**src/hw/brmc_pkg.sv**
```systemverilog
// constants and types shared by the buck rail mode control logic
// assumes one 100 MHz clock and an 8-bit register port from the spi slave
package brmc_pkg;

   // register map
   localparam logic [7:0] MEM_CTRL_ADDR    = 8'h37;
   localparam logic [7:0] MEM_CUR_LO_ADDR  = 8'h70;
   localparam logic [7:0] MEM_CUR_HI_ADDR  = 8'h71;
   localparam logic [7:0] R2V1_CUR_LO_ADDR = 8'h72;
   localparam logic [7:0] R2V1_CUR_HI_ADDR = 8'h73;

   // memory_rail_control reset and field layout
   localparam logic [7:0] MEM_CTRL_RESET   = 8'h04;
   localparam int         RUN_LSB          = 0;
   localparam int         EXIT_LSB         = 3;
   localparam int         CTRL_W           = 6;

   // run-mode codes; codes below 4 are reserved or mean no copy
   localparam logic [2:0] CODE_OFF         = 3'h4;
   localparam logic [2:0] CODE_PFM         = 3'h5;
   localparam logic [2:0] CODE_SKIP        = 3'h6;
   localparam logic [2:0] CODE_PWM         = 3'h7;

   // converter result width
   localparam int         ADC_W            = 10;

   typedef enum logic [3:0]
   {
      BRMC_OFF  = 4'h1,
      BRMC_PFM  = 4'h2,
      BRMC_SKIP = 4'h4,
      BRMC_PWM  = 4'h8
   } brmc_mode_e;

   // reserved codes fall back to off so a bad write never runs the rail
   function automatic brmc_mode_e brmc_decode(input logic [2:0] code);
      case (code)
         CODE_PFM:  return BRMC_PFM;
         CODE_SKIP: return BRMC_SKIP;
         CODE_PWM:  return BRMC_PWM;
         default:   return BRMC_OFF;
      endcase
   endfunction

endpackage

```
**src/hw/brmc_sync.sv**
```systemverilog
// two-flop synchroniser for a group of asynchronous level inputs
// assumes the inputs are independent levels, no bus coherency needed
`timescale 1ns/1ps
module brmc_sync
#(
   parameter int W = 1
)
(
   input  wire logic         clock,
   input  wire logic         nrst,
   input  wire logic [W-1:0] d,
   output logic      [W-1:0] q
);
   logic [W-1:0] meta;

   always_ff @(posedge clock or negedge nrst)
   begin
      if (!nrst)
      begin
         meta <= '0;
         q    <= '0;
      end
      else
      begin
         meta <= d;
         q    <= meta;
      end
   end
endmodule

```
**src/hw/brmc_top.sv**
```systemverilog
// mode control, discharge, fault and current readback
// for the memory rail and the 2.1 v rail, standby exit for the memory rail only
// assumes the spi slave presents single-cycle read/write strobes
`timescale 1ns/1ps
module brmc_top
#(
   parameter int ADC_W = brmc_pkg::ADC_W
)
(
   input  wire logic             clock,
   input  wire logic             nrst,
   input  wire logic [7:0]       reg_addr,
   input  wire logic             reg_wr_en,
   input  wire logic [7:0]       reg_wr_data,
   input  wire logic             reg_rd_en,
   output logic      [7:0]       reg_rd_data,
   input  wire logic             standby_exit_pin,
   input  wire logic             memory_rail_oc,
   input  wire logic             rail_2v1_oc,
   input  wire logic             regulator_shutdown,
   input  wire logic [2:0]       rail_2v1_run_mode,
   input  wire logic [ADC_W-1:0] adc_data,
   input  wire logic             adc_valid,
   input  wire logic             adc_channel,
   output brmc_pkg::brmc_mode_e  memory_rail_mode,
   output logic                  memory_rail_discharge,
   output brmc_pkg::brmc_mode_e  rail_2v1_mode,
   output logic                  rail_2v1_discharge,
   output logic                  memory_rail_fault,
   output logic                  rail_2v1_fault,
   output logic                  regulator_fault_irq
);
   logic [brmc_pkg::CTRL_W-1:0] ctrl;
   logic [brmc_pkg::CTRL_W-1:0] next_ctrl;
   logic [2:0]                  pins_s;
   logic                        exit_s;
   logic                        exit_d;
   logic                        exit_evt;
   logic                        mem_oc_s;
   logic                        r2v1_oc_s;
   logic                        wr_ctrl;
   logic [2:0]                  run_code;
   logic [2:0]                  exit_code;
   brmc_pkg::brmc_mode_e        mem_dec;
   brmc_pkg::brmc_mode_e        r2v1_dec;
   logic [ADC_W-1:0]            mem_cur;
   logic [ADC_W-1:0]            r2v1_cur;
   logic [15:0]                 mem_cur_w;
   logic [15:0]                 r2v1_cur_w;
   logic [7:0]                  next_rd;

   // pins from the analog side and the standby controller are asynchronous
   brmc_sync #(.W(3)) u_sync
   (
      .clock (clock),
      .nrst  (nrst),
      .d     ({standby_exit_pin, memory_rail_oc, rail_2v1_oc}),
      .q     (pins_s)
   );

   assign exit_s    = pins_s[2];
   assign mem_oc_s  = pins_s[1];
   assign r2v1_oc_s = pins_s[0];
   assign run_code  = ctrl[brmc_pkg::RUN_LSB +: 3];
   assign exit_code = ctrl[brmc_pkg::EXIT_LSB +: 3];
   assign mem_dec   = brmc_pkg::brmc_decode(run_code);
   assign r2v1_dec  = brmc_pkg::brmc_decode(rail_2v1_run_mode);
   assign wr_ctrl   = reg_wr_en && (reg_addr == brmc_pkg::MEM_CTRL_ADDR);

   always_ff @(posedge clock or negedge nrst)
   begin
      if (!nrst)
         exit_d <= 1'b0;
      else
         exit_d <= exit_s;
   end

   // one copy per assertion of the pin, not a continuous override
   assign exit_evt = exit_s && !exit_d;

   // the exit copy beats a same-cycle host write of the run field
   always_comb
   begin
      next_ctrl = ctrl;
      if (wr_ctrl)
         next_ctrl = reg_wr_data[brmc_pkg::CTRL_W-1:0];
      if (exit_evt && exit_code[2])
         next_ctrl[brmc_pkg::RUN_LSB +: 3] = exit_code;
   end

   always_ff @(posedge clock or negedge nrst)
   begin
      if (!nrst)
         ctrl <= brmc_pkg::MEM_CTRL_RESET[brmc_pkg::CTRL_W-1:0];
      else
         ctrl <= next_ctrl;
   end

   // mode decode and discharge; reserved codes count as off
   always_ff @(posedge clock or negedge nrst)
   begin
      if (!nrst)
      begin
         memory_rail_mode      <= brmc_pkg::BRMC_OFF;
         rail_2v1_mode         <= brmc_pkg::BRMC_OFF;
         memory_rail_discharge <= 1'b1;
         rail_2v1_discharge    <= 1'b1;
      end
      else
      begin
         memory_rail_mode      <= mem_dec;
         rail_2v1_mode         <= r2v1_dec;
         memory_rail_discharge <= regulator_shutdown ||
            (mem_dec == brmc_pkg::BRMC_OFF);
         rail_2v1_discharge    <= regulator_shutdown ||
            (r2v1_dec == brmc_pkg::BRMC_OFF);
      end
   end

   // faults are levels; the analog side already limits current per cycle
   always_ff @(posedge clock or negedge nrst)
   begin
      if (!nrst)
      begin
         memory_rail_fault   <= 1'b0;
         rail_2v1_fault      <= 1'b0;
         regulator_fault_irq <= 1'b0;
      end
      else
      begin
         memory_rail_fault   <= mem_oc_s;
         rail_2v1_fault      <= r2v1_oc_s;
         regulator_fault_irq <= mem_oc_s || r2v1_oc_s;
      end
   end

   // current results land whole, so the two halves of one read agree
   // only if the host reads them between conversions
   always_ff @(posedge clock or negedge nrst)
   begin
      if (!nrst)
      begin
         mem_cur <= '0;
         r2v1_cur <= '0;
      end
      else if (adc_valid)
      begin
         if (!adc_channel)
            mem_cur <= adc_data;
         else
            r2v1_cur <= adc_data;
      end
   end

   assign mem_cur_w = 16'(mem_cur);
   assign r2v1_cur_w = 16'(r2v1_cur);

   always_comb
   begin
      case (reg_addr)
         brmc_pkg::MEM_CTRL_ADDR:   next_rd = {2'h0, ctrl};
         brmc_pkg::MEM_CUR_LO_ADDR: next_rd = mem_cur_w[7:0];
         brmc_pkg::MEM_CUR_HI_ADDR: next_rd = mem_cur_w[15:8];
         brmc_pkg::R2V1_CUR_LO_ADDR: next_rd = r2v1_cur_w[7:0];
         brmc_pkg::R2V1_CUR_HI_ADDR: next_rd = r2v1_cur_w[15:8];
         default:                   next_rd = 8'h00;
      endcase
   end

   always_ff @(posedge clock or negedge nrst)
   begin
      if (!nrst)
         reg_rd_data <= 8'h00;
      else if (reg_rd_en)
         reg_rd_data <= next_rd;
   end
endmodule

```
**config.mk**
```make
export PLATFORM = sky130hd
export DESIGN_NAME = brmc_top
export DESIGN_NICKNAME = d
export VERILOG_FILES = /design/src/hw/brmc_pkg.sv /design/src/hw/brmc_sync.sv /design/src/hw/brmc_top.sv
export SDC_FILE = /design/constraint.sdc
export NUM_CORES = 1
export LEC_CHECK = 0
export BUFFER_PORTS_ARGS = -buffer_cell sky130_fd_sc_hd__buf_2
export CAP_MARGIN = 20
export CORE_MARGIN = 5
export CORE_UTILIZATION = 46
export DETAILED_ROUTE_END_ITERATION = 10
export PLACE_DENSITY = 0.78
export SETUP_SLACK_MARGIN = 0.1
export SLEW_MARGIN = 20
export SYNTH_ARGS = -nofsm -noshare
export SYNTH_HDL_FRONTEND = slang
export SYNTH_SLANG_ARGS = --single-unit
```
**constraint.sdc**
```tcl
create_clock -name clock -period 2.3 [get_ports clock]
set_input_delay 0.575 -clock clock [delete_from_list [all_inputs] [get_ports clock]]
set_output_delay 0.575 -clock clock [all_outputs]
set_load 0.1 [all_outputs]
```
After elaboration in Yosys (flattened, before gate mapping) --
Index checks and enable logic that the tools add are counted.
Storage, ports and cells: register bits after elaboration 54, bits in latches 0, bits in writable memories 0, ROM bits 0, input bits 39, output and inout port bits 21, word-level logic and storage cells 44, memories kept 0
Cells by class: $add $sub $neg 0, multiply operators 0, div/mod/pow operators 0, order comparisons 0, equal/unequal tests 13, shifts and indexed selects 0, multiplexer cells 5, bitwise gates (word level) 1, reduce and logical (&&, ||, !) cells 10
Operator list (count):
- 8-bit case mux with 5 select lines | 1
- 8-bit by 7-bit == test with 1-bit output (second input constant) | 4
- 4-bit case mux with 3 select lines | 2
- 3-bit == test (second input constant) | 6
- 4-bit by 1-bit == test with 1-bit output (second input constant) | 2
- 8-bit by 6-bit == test with 1-bit output (second input constant) | 1
- 3-bit two-way mux | 2
- 2-bit AND reduction | 2
- 1-bit logical AND | 3
- 1-bit logical OR | 3
- 2-bit nonzero test | 1
- 1-bit logical NOT | 1
- 1-bit NOT | 1

Longest topological paths before layout --
Gate-level depths: netlist of the first run.
depth in word-level cells 4, mapped depth 5, gate-level depth less buffers 4

By module --
From an unflattened synthesis of the first run, not the netlist that was laid out.
Second synthesis, totals: cell total of the unflattened synthesis 157, area, all modules 2183.3 um2
Modules (own cells, without submodules):
- brmc_top | instances 1, cells each 151, area an instance 2033.2 um2, sequential area each 1207.4 um2
- brmc_sync | instances 1, cells each 6, area an instance 150.1 um2, sequential area each 150.1 um2

Least setup slack after synthesis of the first run --
OpenSTA, ideal clock, no wires.
path type input -> register, from input port reg_addr[7], to register ctrl[3] (netlist name), arrival 1.357 ns, required time 2.175 ns, slack 0.818 ns, cell stages on the path 3, buffers on the path 0, cell sequence and4bb_2 nand3_4 mux2_4
Between the ends: cells in the longest elaborated chain, start to end 2
Ends and longest elaborated chain:
- start, declared | RTL line brmc_top.sv:12 | input wire logic [7:0] reg_addr,
- 8-bit by 6-bit == test with 1-bit output | RTL line brmc_top.sv:68 | assign wr_ctrl = reg_wr_en && (reg_addr == brmc_pkg::MEM_CTRL_ADDR);
- 1-bit logical AND | RTL line brmc_top.sv:68
- end signal, assigned | RTL line brmc_top.sv:94 | ctrl <= brmc_pkg::MEM_CTRL_RESET[brmc_pkg::CTRL_W-1:0];
- end signal, assigned | RTL line brmc_top.sv:96 | ctrl <= next_ctrl;
- end, declared | RTL line brmc_top.sv:33 | logic [brmc_pkg::CTRL_W-1:0] ctrl;
Every way passes these cells. A chain may end at the register's enable or synchronous reset.

Worst setup path in the final report of the first run --
from register rail_2v1_discharge, to output port rail_2v1_discharge
RTL lines:
- start, declared | RTL line brmc_top.sv:28 | output logic rail_2v1_discharge,
- start signal, assigned | RTL line brmc_top.sv:115 | rail_2v1_discharge <= regulator_shutdown ||
No word-level cell between the ends.

==> qor.yml, run 1 <==
synth_cell_types: 37
cp_num_buf_inv: 1
area_growth_pct: 21.9
worst_pin_slew_ps: 567
insertedDiodeCount: 0
fmax_mhz: 549
synth_async_sr_flop_share_pct: 100
ys_seq_elements: 54
final_cell_mix: "buf_2 (57), dfrtp_1 (49), mux2_2 (20)"
gp_congestion: 0.820
die_w_um: 78.6
clkSlewWorstSetupHoldPaths_ps: 90
io_pins: 60
grt_max_degree: 35
num_rows: 25
start_util_pct: 46.8
drv_cap: 0
period_share_pct: 79.3
hpwl_um: 3280
cp-start-kind: "flip-flop"
maxSlewHeadroom_pct: 62.0
worst_skew_pair.late_latency_ps: 300
slowest_delay_ps: 530
antenna_found_initial: 0
gr-total-overflow: 0
slowest_stage: "dfstp_2"
power.density_nw_per_um2: 834
syn_avg_cell_area_um2: 14.0
ir_drop_mv: 0.536
fin_setup_tns_ps: 0
wl_per_cell_um: 15.8
yosys_warnings: 0
first_global_vias: 1539
clock-sinks: 54
critPathTopFamily: "flip-flops"
setup_violations: 0
period_minus_slack_ps: 1820
cp-end-kind: "output port"
ys_seq_area_share_pct: 62.7
antenna_left: 0
instances_no_fill: 274
cts_max_level: 2
outcome: "completed"
grt_pass1_wl_um: 7200
rsz0062_at_grt: "false"
crit_chain: "buf_2"
wl_um: 4330
crit_path_max_fanout: 1
die_y_um: 78.6
nets: 258
drc: 0
hold_viol_final: 0
drive_gt1_share_pct: 47.3
synth-edff-count: 0
numCtsBuffers: 5
dp_cells: 266
cp.arrival_ps: 1250
grt.total_usage_pct: 15.0
core_um2: 4630
portBuffers: 57
hold_class: "in2async"
syn_area_um2: 2160
criticalPathCategory: "reg2out"
slew_violations: 0
layout.cells.most_common: "buf_2"
dr.pass1.iters: 4
n_fill_cell: 387
synth_nets: 194
vias_per_cell: 5.28
ys.flop_type: "dfrtp_1"
cts_resized: 0
clockBufferDepth: 2
cts_setup_buffers: 0
power_leakage_uw: 0.00128
num_vias: 1447
cts_hold_buf: 0
cts-root-buf: "clkbuf_8"
fin_skew_ps: 7.28
synthCells: 155
die-area_um2: 6180
drt_iter0_drc: 63
cts_tree: "yes"
crit_required_ps: 1730
-- flip-flops by register name (all words and copies together) (netlist names) --
| register | count |
|---|---|
| regulator_fault_irq | 1 |
| memory_rail_fault | 1 |
| u_sync.q | 3 |
| rail_2v1_mode | 4 |
| mem_cur | 10 |
| u_sync.meta | 3 |
| ctrl | 6 |
| memory_rail_mode | 4 |
| rail_2v1_fault | 1 |
| exit_d | 1 |
| memory_rail_discharge | 1 |
| reg_rd_data | 8 |
| r2v1_cur | 10 |
| rail_2v1_discharge | 1 |
-- cell type report --
class                           instances  area [um^2]  share of cell area [%]
Sequential cell                        54         1360                    51.4
Multi-Input combinational cell         94          772                    29.3
Tap cell                               54         67.6                    2.56
Inverter                                4         15.0                   0.569
Timing Repair Buffer                   60          320                    12.1
Clock inverter                          1         30.0                    1.14
Clock buffer                            7         76.3                    2.89
-- per-layer routing --
| layer | share of wire [%] | vias to the layer above | global-route usage (%) |
|---|---|---|---|
| li1 | - | 691 | - |
| met5 | 0 | - | 0 |
| met3 | 4.2 | 7 | 2.98 |
| met2 | 51 | 29 | 25.8 |
| met4 | 2.1 | 0 | 6.82 |
| met1 | 43 | 720 | 18.0 |
-- synth_stat cells (2+ instances only) --
cell type / instances / share of area, %
a211oi_1: 2 / 0.69
a21oi_1: 2 / 0.46
a22o_1: 2 / 0.81
a32oi_1: 4 / 1.6
and3_1: 4 / 1.2
and4_1: 2 / 0.81
dfrtp_1: 49 / 57
dfstp_2: 5 / 6.1
inv_1: 4 / 0.69
mux2_2: 20 / 10
mux2_4: 3 / 2.1
mux2i_1: 6 / 2.8
nand2_1: 5 / 0.87
nand3_1: 7 / 1.6
nor2_1: 8 / 1.4
nor2b_1: 3 / 0.87
o21ai_0: 4 / 0.92
o221ai_1: 3 / 1.2
o2bb2ai_1: 2 / 0.81
or2_2: 3 / 0.87
-- final timing paths --
check | from | to | slack [ps] | cells past startpoint
setup / recovery | rail_2v1_discharge$_DFF_PN1_ | rail_2v1_discharge | 480 | 1
hold / removal | nrst | reg_rd_data[0]$_DFFE_PN0P_ | 220 | 1
setup reg to reg | r2v1_cur[1]$_DFFE_PN0P_ | reg_rd_data[1]$_DFFE_PN0P_ | 1210 | 4
hold reg to reg | u_sync.meta[2]$_DFF_PN0_ | u_sync.q[2]$_DFF_PN0_ | 350 | 0
max in group asynchronous | nrst | ctrl[2]$_DFFE_PN1P_ | 1470 | 2
min in group clock | u_sync.meta[2]$_DFF_PN0_ | u_sync.q[2]$_DFF_PN0_ | 350 | 0
-- cells by family after synthesis --
family | share of synthesized area (%)
AOI/OAI and AO/OA | 7.40
buffers and inverters | 1.62
DFF | 62.7
muxes | 15.3
and+or+nand+nor | 13.0
-- metrics by stage --
stage | hold slack, ps | util (%) | worst slack [ps] | total power, uW | area [um^2]
after floorplan | 279 | - | 818 | 1480 | 2160
after global placement | 333 | 54.7 | 462 | 1590 | 2530
after detailed placement | 335 | 54.7 | 426 | 1610 | 2530
after CTS | 227 | 57.0 | 458 | 2220 | 2640
after global routing | 251 | 57.0 | 435 | 2300 | 2640
final | 220 | 57.0 | 477 | 2200 | 2640
-- power by group --
part           leakage [uW]  internal, uW  switching, uW
Clock             0.0000524           326            292
Combinational      0.000574           131            339
Sequential         0.000654          1060           53.5
No activity file was read; power rests on OpenSTA's default activity.
==> inputs of run 2 (changes only) <==
--- a/config.mk
+++ b/config.mk
@@ -5,12 +5,13 @@
 export SDC_FILE = /design/constraint.sdc
 export NUM_CORES = 1
 export LEC_CHECK = 0
+export ABC_AREA = 1
 export BUFFER_PORTS_ARGS = -buffer_cell sky130_fd_sc_hd__buf_2
 export CAP_MARGIN = 20
 export CORE_MARGIN = 5
 export CORE_UTILIZATION = 46
 export DETAILED_ROUTE_END_ITERATION = 10
-export PLACE_DENSITY = 0.78
+export PLACE_DENSITY = 0.77
 export SETUP_SLACK_MARGIN = 0.1
 export SLEW_MARGIN = 20
 export SYNTH_ARGS = -nofsm -noshare
==> constraint.sdc (replaced) <==
create_clock -name clock -period 1.85 [get_ports clock]
set_input_delay 0.4625 -clock clock [delete_from_list [all_inputs] [get_ports clock]]
set_output_delay 0.4625 -clock clock [all_outputs]
set_load 0.1 [all_outputs]
==> run 2 against run 1 <==
Combinational power is 14% lower. Via count is 18% higher. Clock power is 10% higher. Clock-buffer cell count is 2 lower. First-iteration DRC count is 37% lower. Critical path type unchanged. Highest routed layer unchanged.
==> qor.yml, run 2 <==
ys_seq_elements: 54
wl_um: 4370
synth_async_sr_flop_share_pct: 100
io_pins: 60
clockBufferDepth: 2
slowest_stage: "dfstp_2"
setup_slack_ps: 143
crit_path_max_fanout: 1
setup_violations: 0
outcome: "completed"
critPathTopFamily: "flip-flops"
synth.most_common_cell: "nand2_1"
num_vias: 1707
ir_drop_mv: 0.572
instances_no_fill: 364
cp.arrival_ps: 1240
worst_pin_slew_ps: 570
drive_gt1_share_pct: 30.0
drc: 0
first_global_vias: 1649
yosysTopAreaCell: "dfrtp_1"
start_util_pct: 47.4
syn_area_um2: 2240
nets: 335
n_fill_cell: 416
reg_top3: "mem_cur (10), r2v1_cur (10), reg_rd_data (8)"
synthCells: 236
drt_iter0_drc: 40
slew_violations: 0
dp_slack_ps: 376
fin_hold_ws_ps: 114
crit_chain: "buf_2"
grt_max_degree: 27
wl_per_cell_um: 12.0
power_leakage_uw: 0.00146
dr.pass1.iters: 4
syn_avg_cell_area_um2: 9.48
cts_tree: "yes"
antenna_found_initial: 0
crit_required_ps: 1390
gp_congestion: 0.863
antenna_left: 0
layout.cells.most_common: "nand2_1"
grt_pass1_wl_um: 7380
synth_top_area_share_pct: 54.8
synth_nets: 275
hpwl_um: 3360
period_minus_slack_ps: 1710
numCtsBuffers: 5
criticalPathCategory: "reg2out"
grt.total_usage_pct: 14.7
cts_max_level: 2
clkSlewWorstSetupHoldPaths_ps: 100
drv_cap: 0
worst_skew_pair.late_latency_ps: 310
rsz0062_at_grt: "false"
cp-start-kind: "flip-flop"
die-area_um2: 6360
synth-edff-count: 0
fmax_mhz: 586
cp_num_buf_inv: 1
core_um2: 4720
cts-root-buf: "clkbuf_8"
ys_seq_area_share_pct: 60.6
hold_class: "in2async"
gr-total-overflow: 0
dp_cells: 356
final_cell_mix: "nand2_1 (64), buf_2 (54), dfrtp_1 (49)"
fin_skew_ps: 8.94
insertedDiodeCount: 0
vias_per_cell: 4.69
hold_viol_final: 0
num_rows: 25
synth_cell_types: 23
power.density_nw_per_um2: 894
die_w_um: 79.8
portBuffers: 57
cts_hold_buf: 0
area_growth_pct: 20.7
fin_setup_tns_ps: 0
period_share_pct: 92.3
die_y_um: 79.8
synth_area_leaders: "dfrtp_1 (55%), nand2_1 (11%), dfstp_2 (5.9%)"
ys.flop_type: "dfrtp_1"
maxSlewHeadroom_pct: 61.9
clock-sinks: 54
cp-end-kind: "output port"
yosys-top-cells-count: "nand2_1 (64), dfrtp_1 (49), o21ai_0 (25)"
slowest_delay_ps: 530
yosys_warnings: 0
run 2: cell count changes after synthesis, moves of 6 or more:
| cell | previous run | this run |
|---|---|---|
| nand2_1 | 5 | 64 |
| o21ai_0 | 4 | 25 |
| inv_1 | 4 | 24 |
| mux2_2 | 20 | 0 |
| nand3_1 | 7 | 23 |
| mux2i_1 | 6 | 0 |
run 2: worst paths after layout:
kind                                          startpoint                        to  slack, ps  depth (start not counted)
max                        memory_rail_mode[0]$_DFF_PN1_       memory_rail_mode[0]        140                          1
min reg2reg                     u_sync.meta[0]$_DFF_PN0_     u_sync.q[0]$_DFF_PN0_        360                          0
max reg2reg                             exit_d$_DFF_PN0_       ctrl[1]$_DFFE_PN0P_        760                          3
min                                                 nrst    mem_cur[2]$_DFFE_PN0P_        110                          1
max in group asynchronous                           nrst   r2v1_cur[1]$_DFFE_PN0P_       1220                          2
min in group clock                      standby_exit_pin  u_sync.meta[2]$_DFF_PN0_        260                          1
run 2: power by group:
group | internal [uW] | switching (uW) | total (uW)
clock network | 283 | 398 | 681
logic | 97.3 | 305 | 402
registers | 1280 | 52.4 | 1330
total | 1660 | 756 | 2420
run 2: area by class of cell:
cell class                      instances  area, um^2  share of cell area, %
Timing Repair Buffer                   59         320                   11.9
Clock inverter                          3        28.8                   1.06
Sequential cell                        54        1360                   50.2
Clock buffer                            5        68.8                   2.55
Inverter                               27         101                   3.75
Tap cell                               67        83.8                   3.10
Multi-Input combinational cell        149         742                   27.5
run 2: stage by stage:
stage	total power [uW]	utilization, %	area [um^2]
detailed placement	1760	55.0	2600
finish	2420	57.2	2700
floorplan	1630	-	2240
global placement	1750	55.0	2600
CTS	2440	57.1	2700
global route	2540	57.2	2700
run 2: kinds of logic after synthesis:
group	synth area share [%]
and+or+nand+nor	24.3
DFF	60.6
AOI/OAI and AO/OA	8.89
buffers and inverters	6.20
run 2: what timing repair did:
| action | CTS | global route |
|---|---|---|
| resized for setup | 0 | 3 |
| endpoints found under the setup margin | 0 | 3 |
| setup buffers | 0 | 0 |
run 2: layer usage:
metal / vias up / global-route usage [%] / wire [um]
li1: 877 / - / -
met1: 783 / 19.3 / 1950
met2: 42 / 24.1 / 2110
met3: 5 / 3.61 / 244
met4: 0 / 4.39 / 55
met5: - / 0 / 0
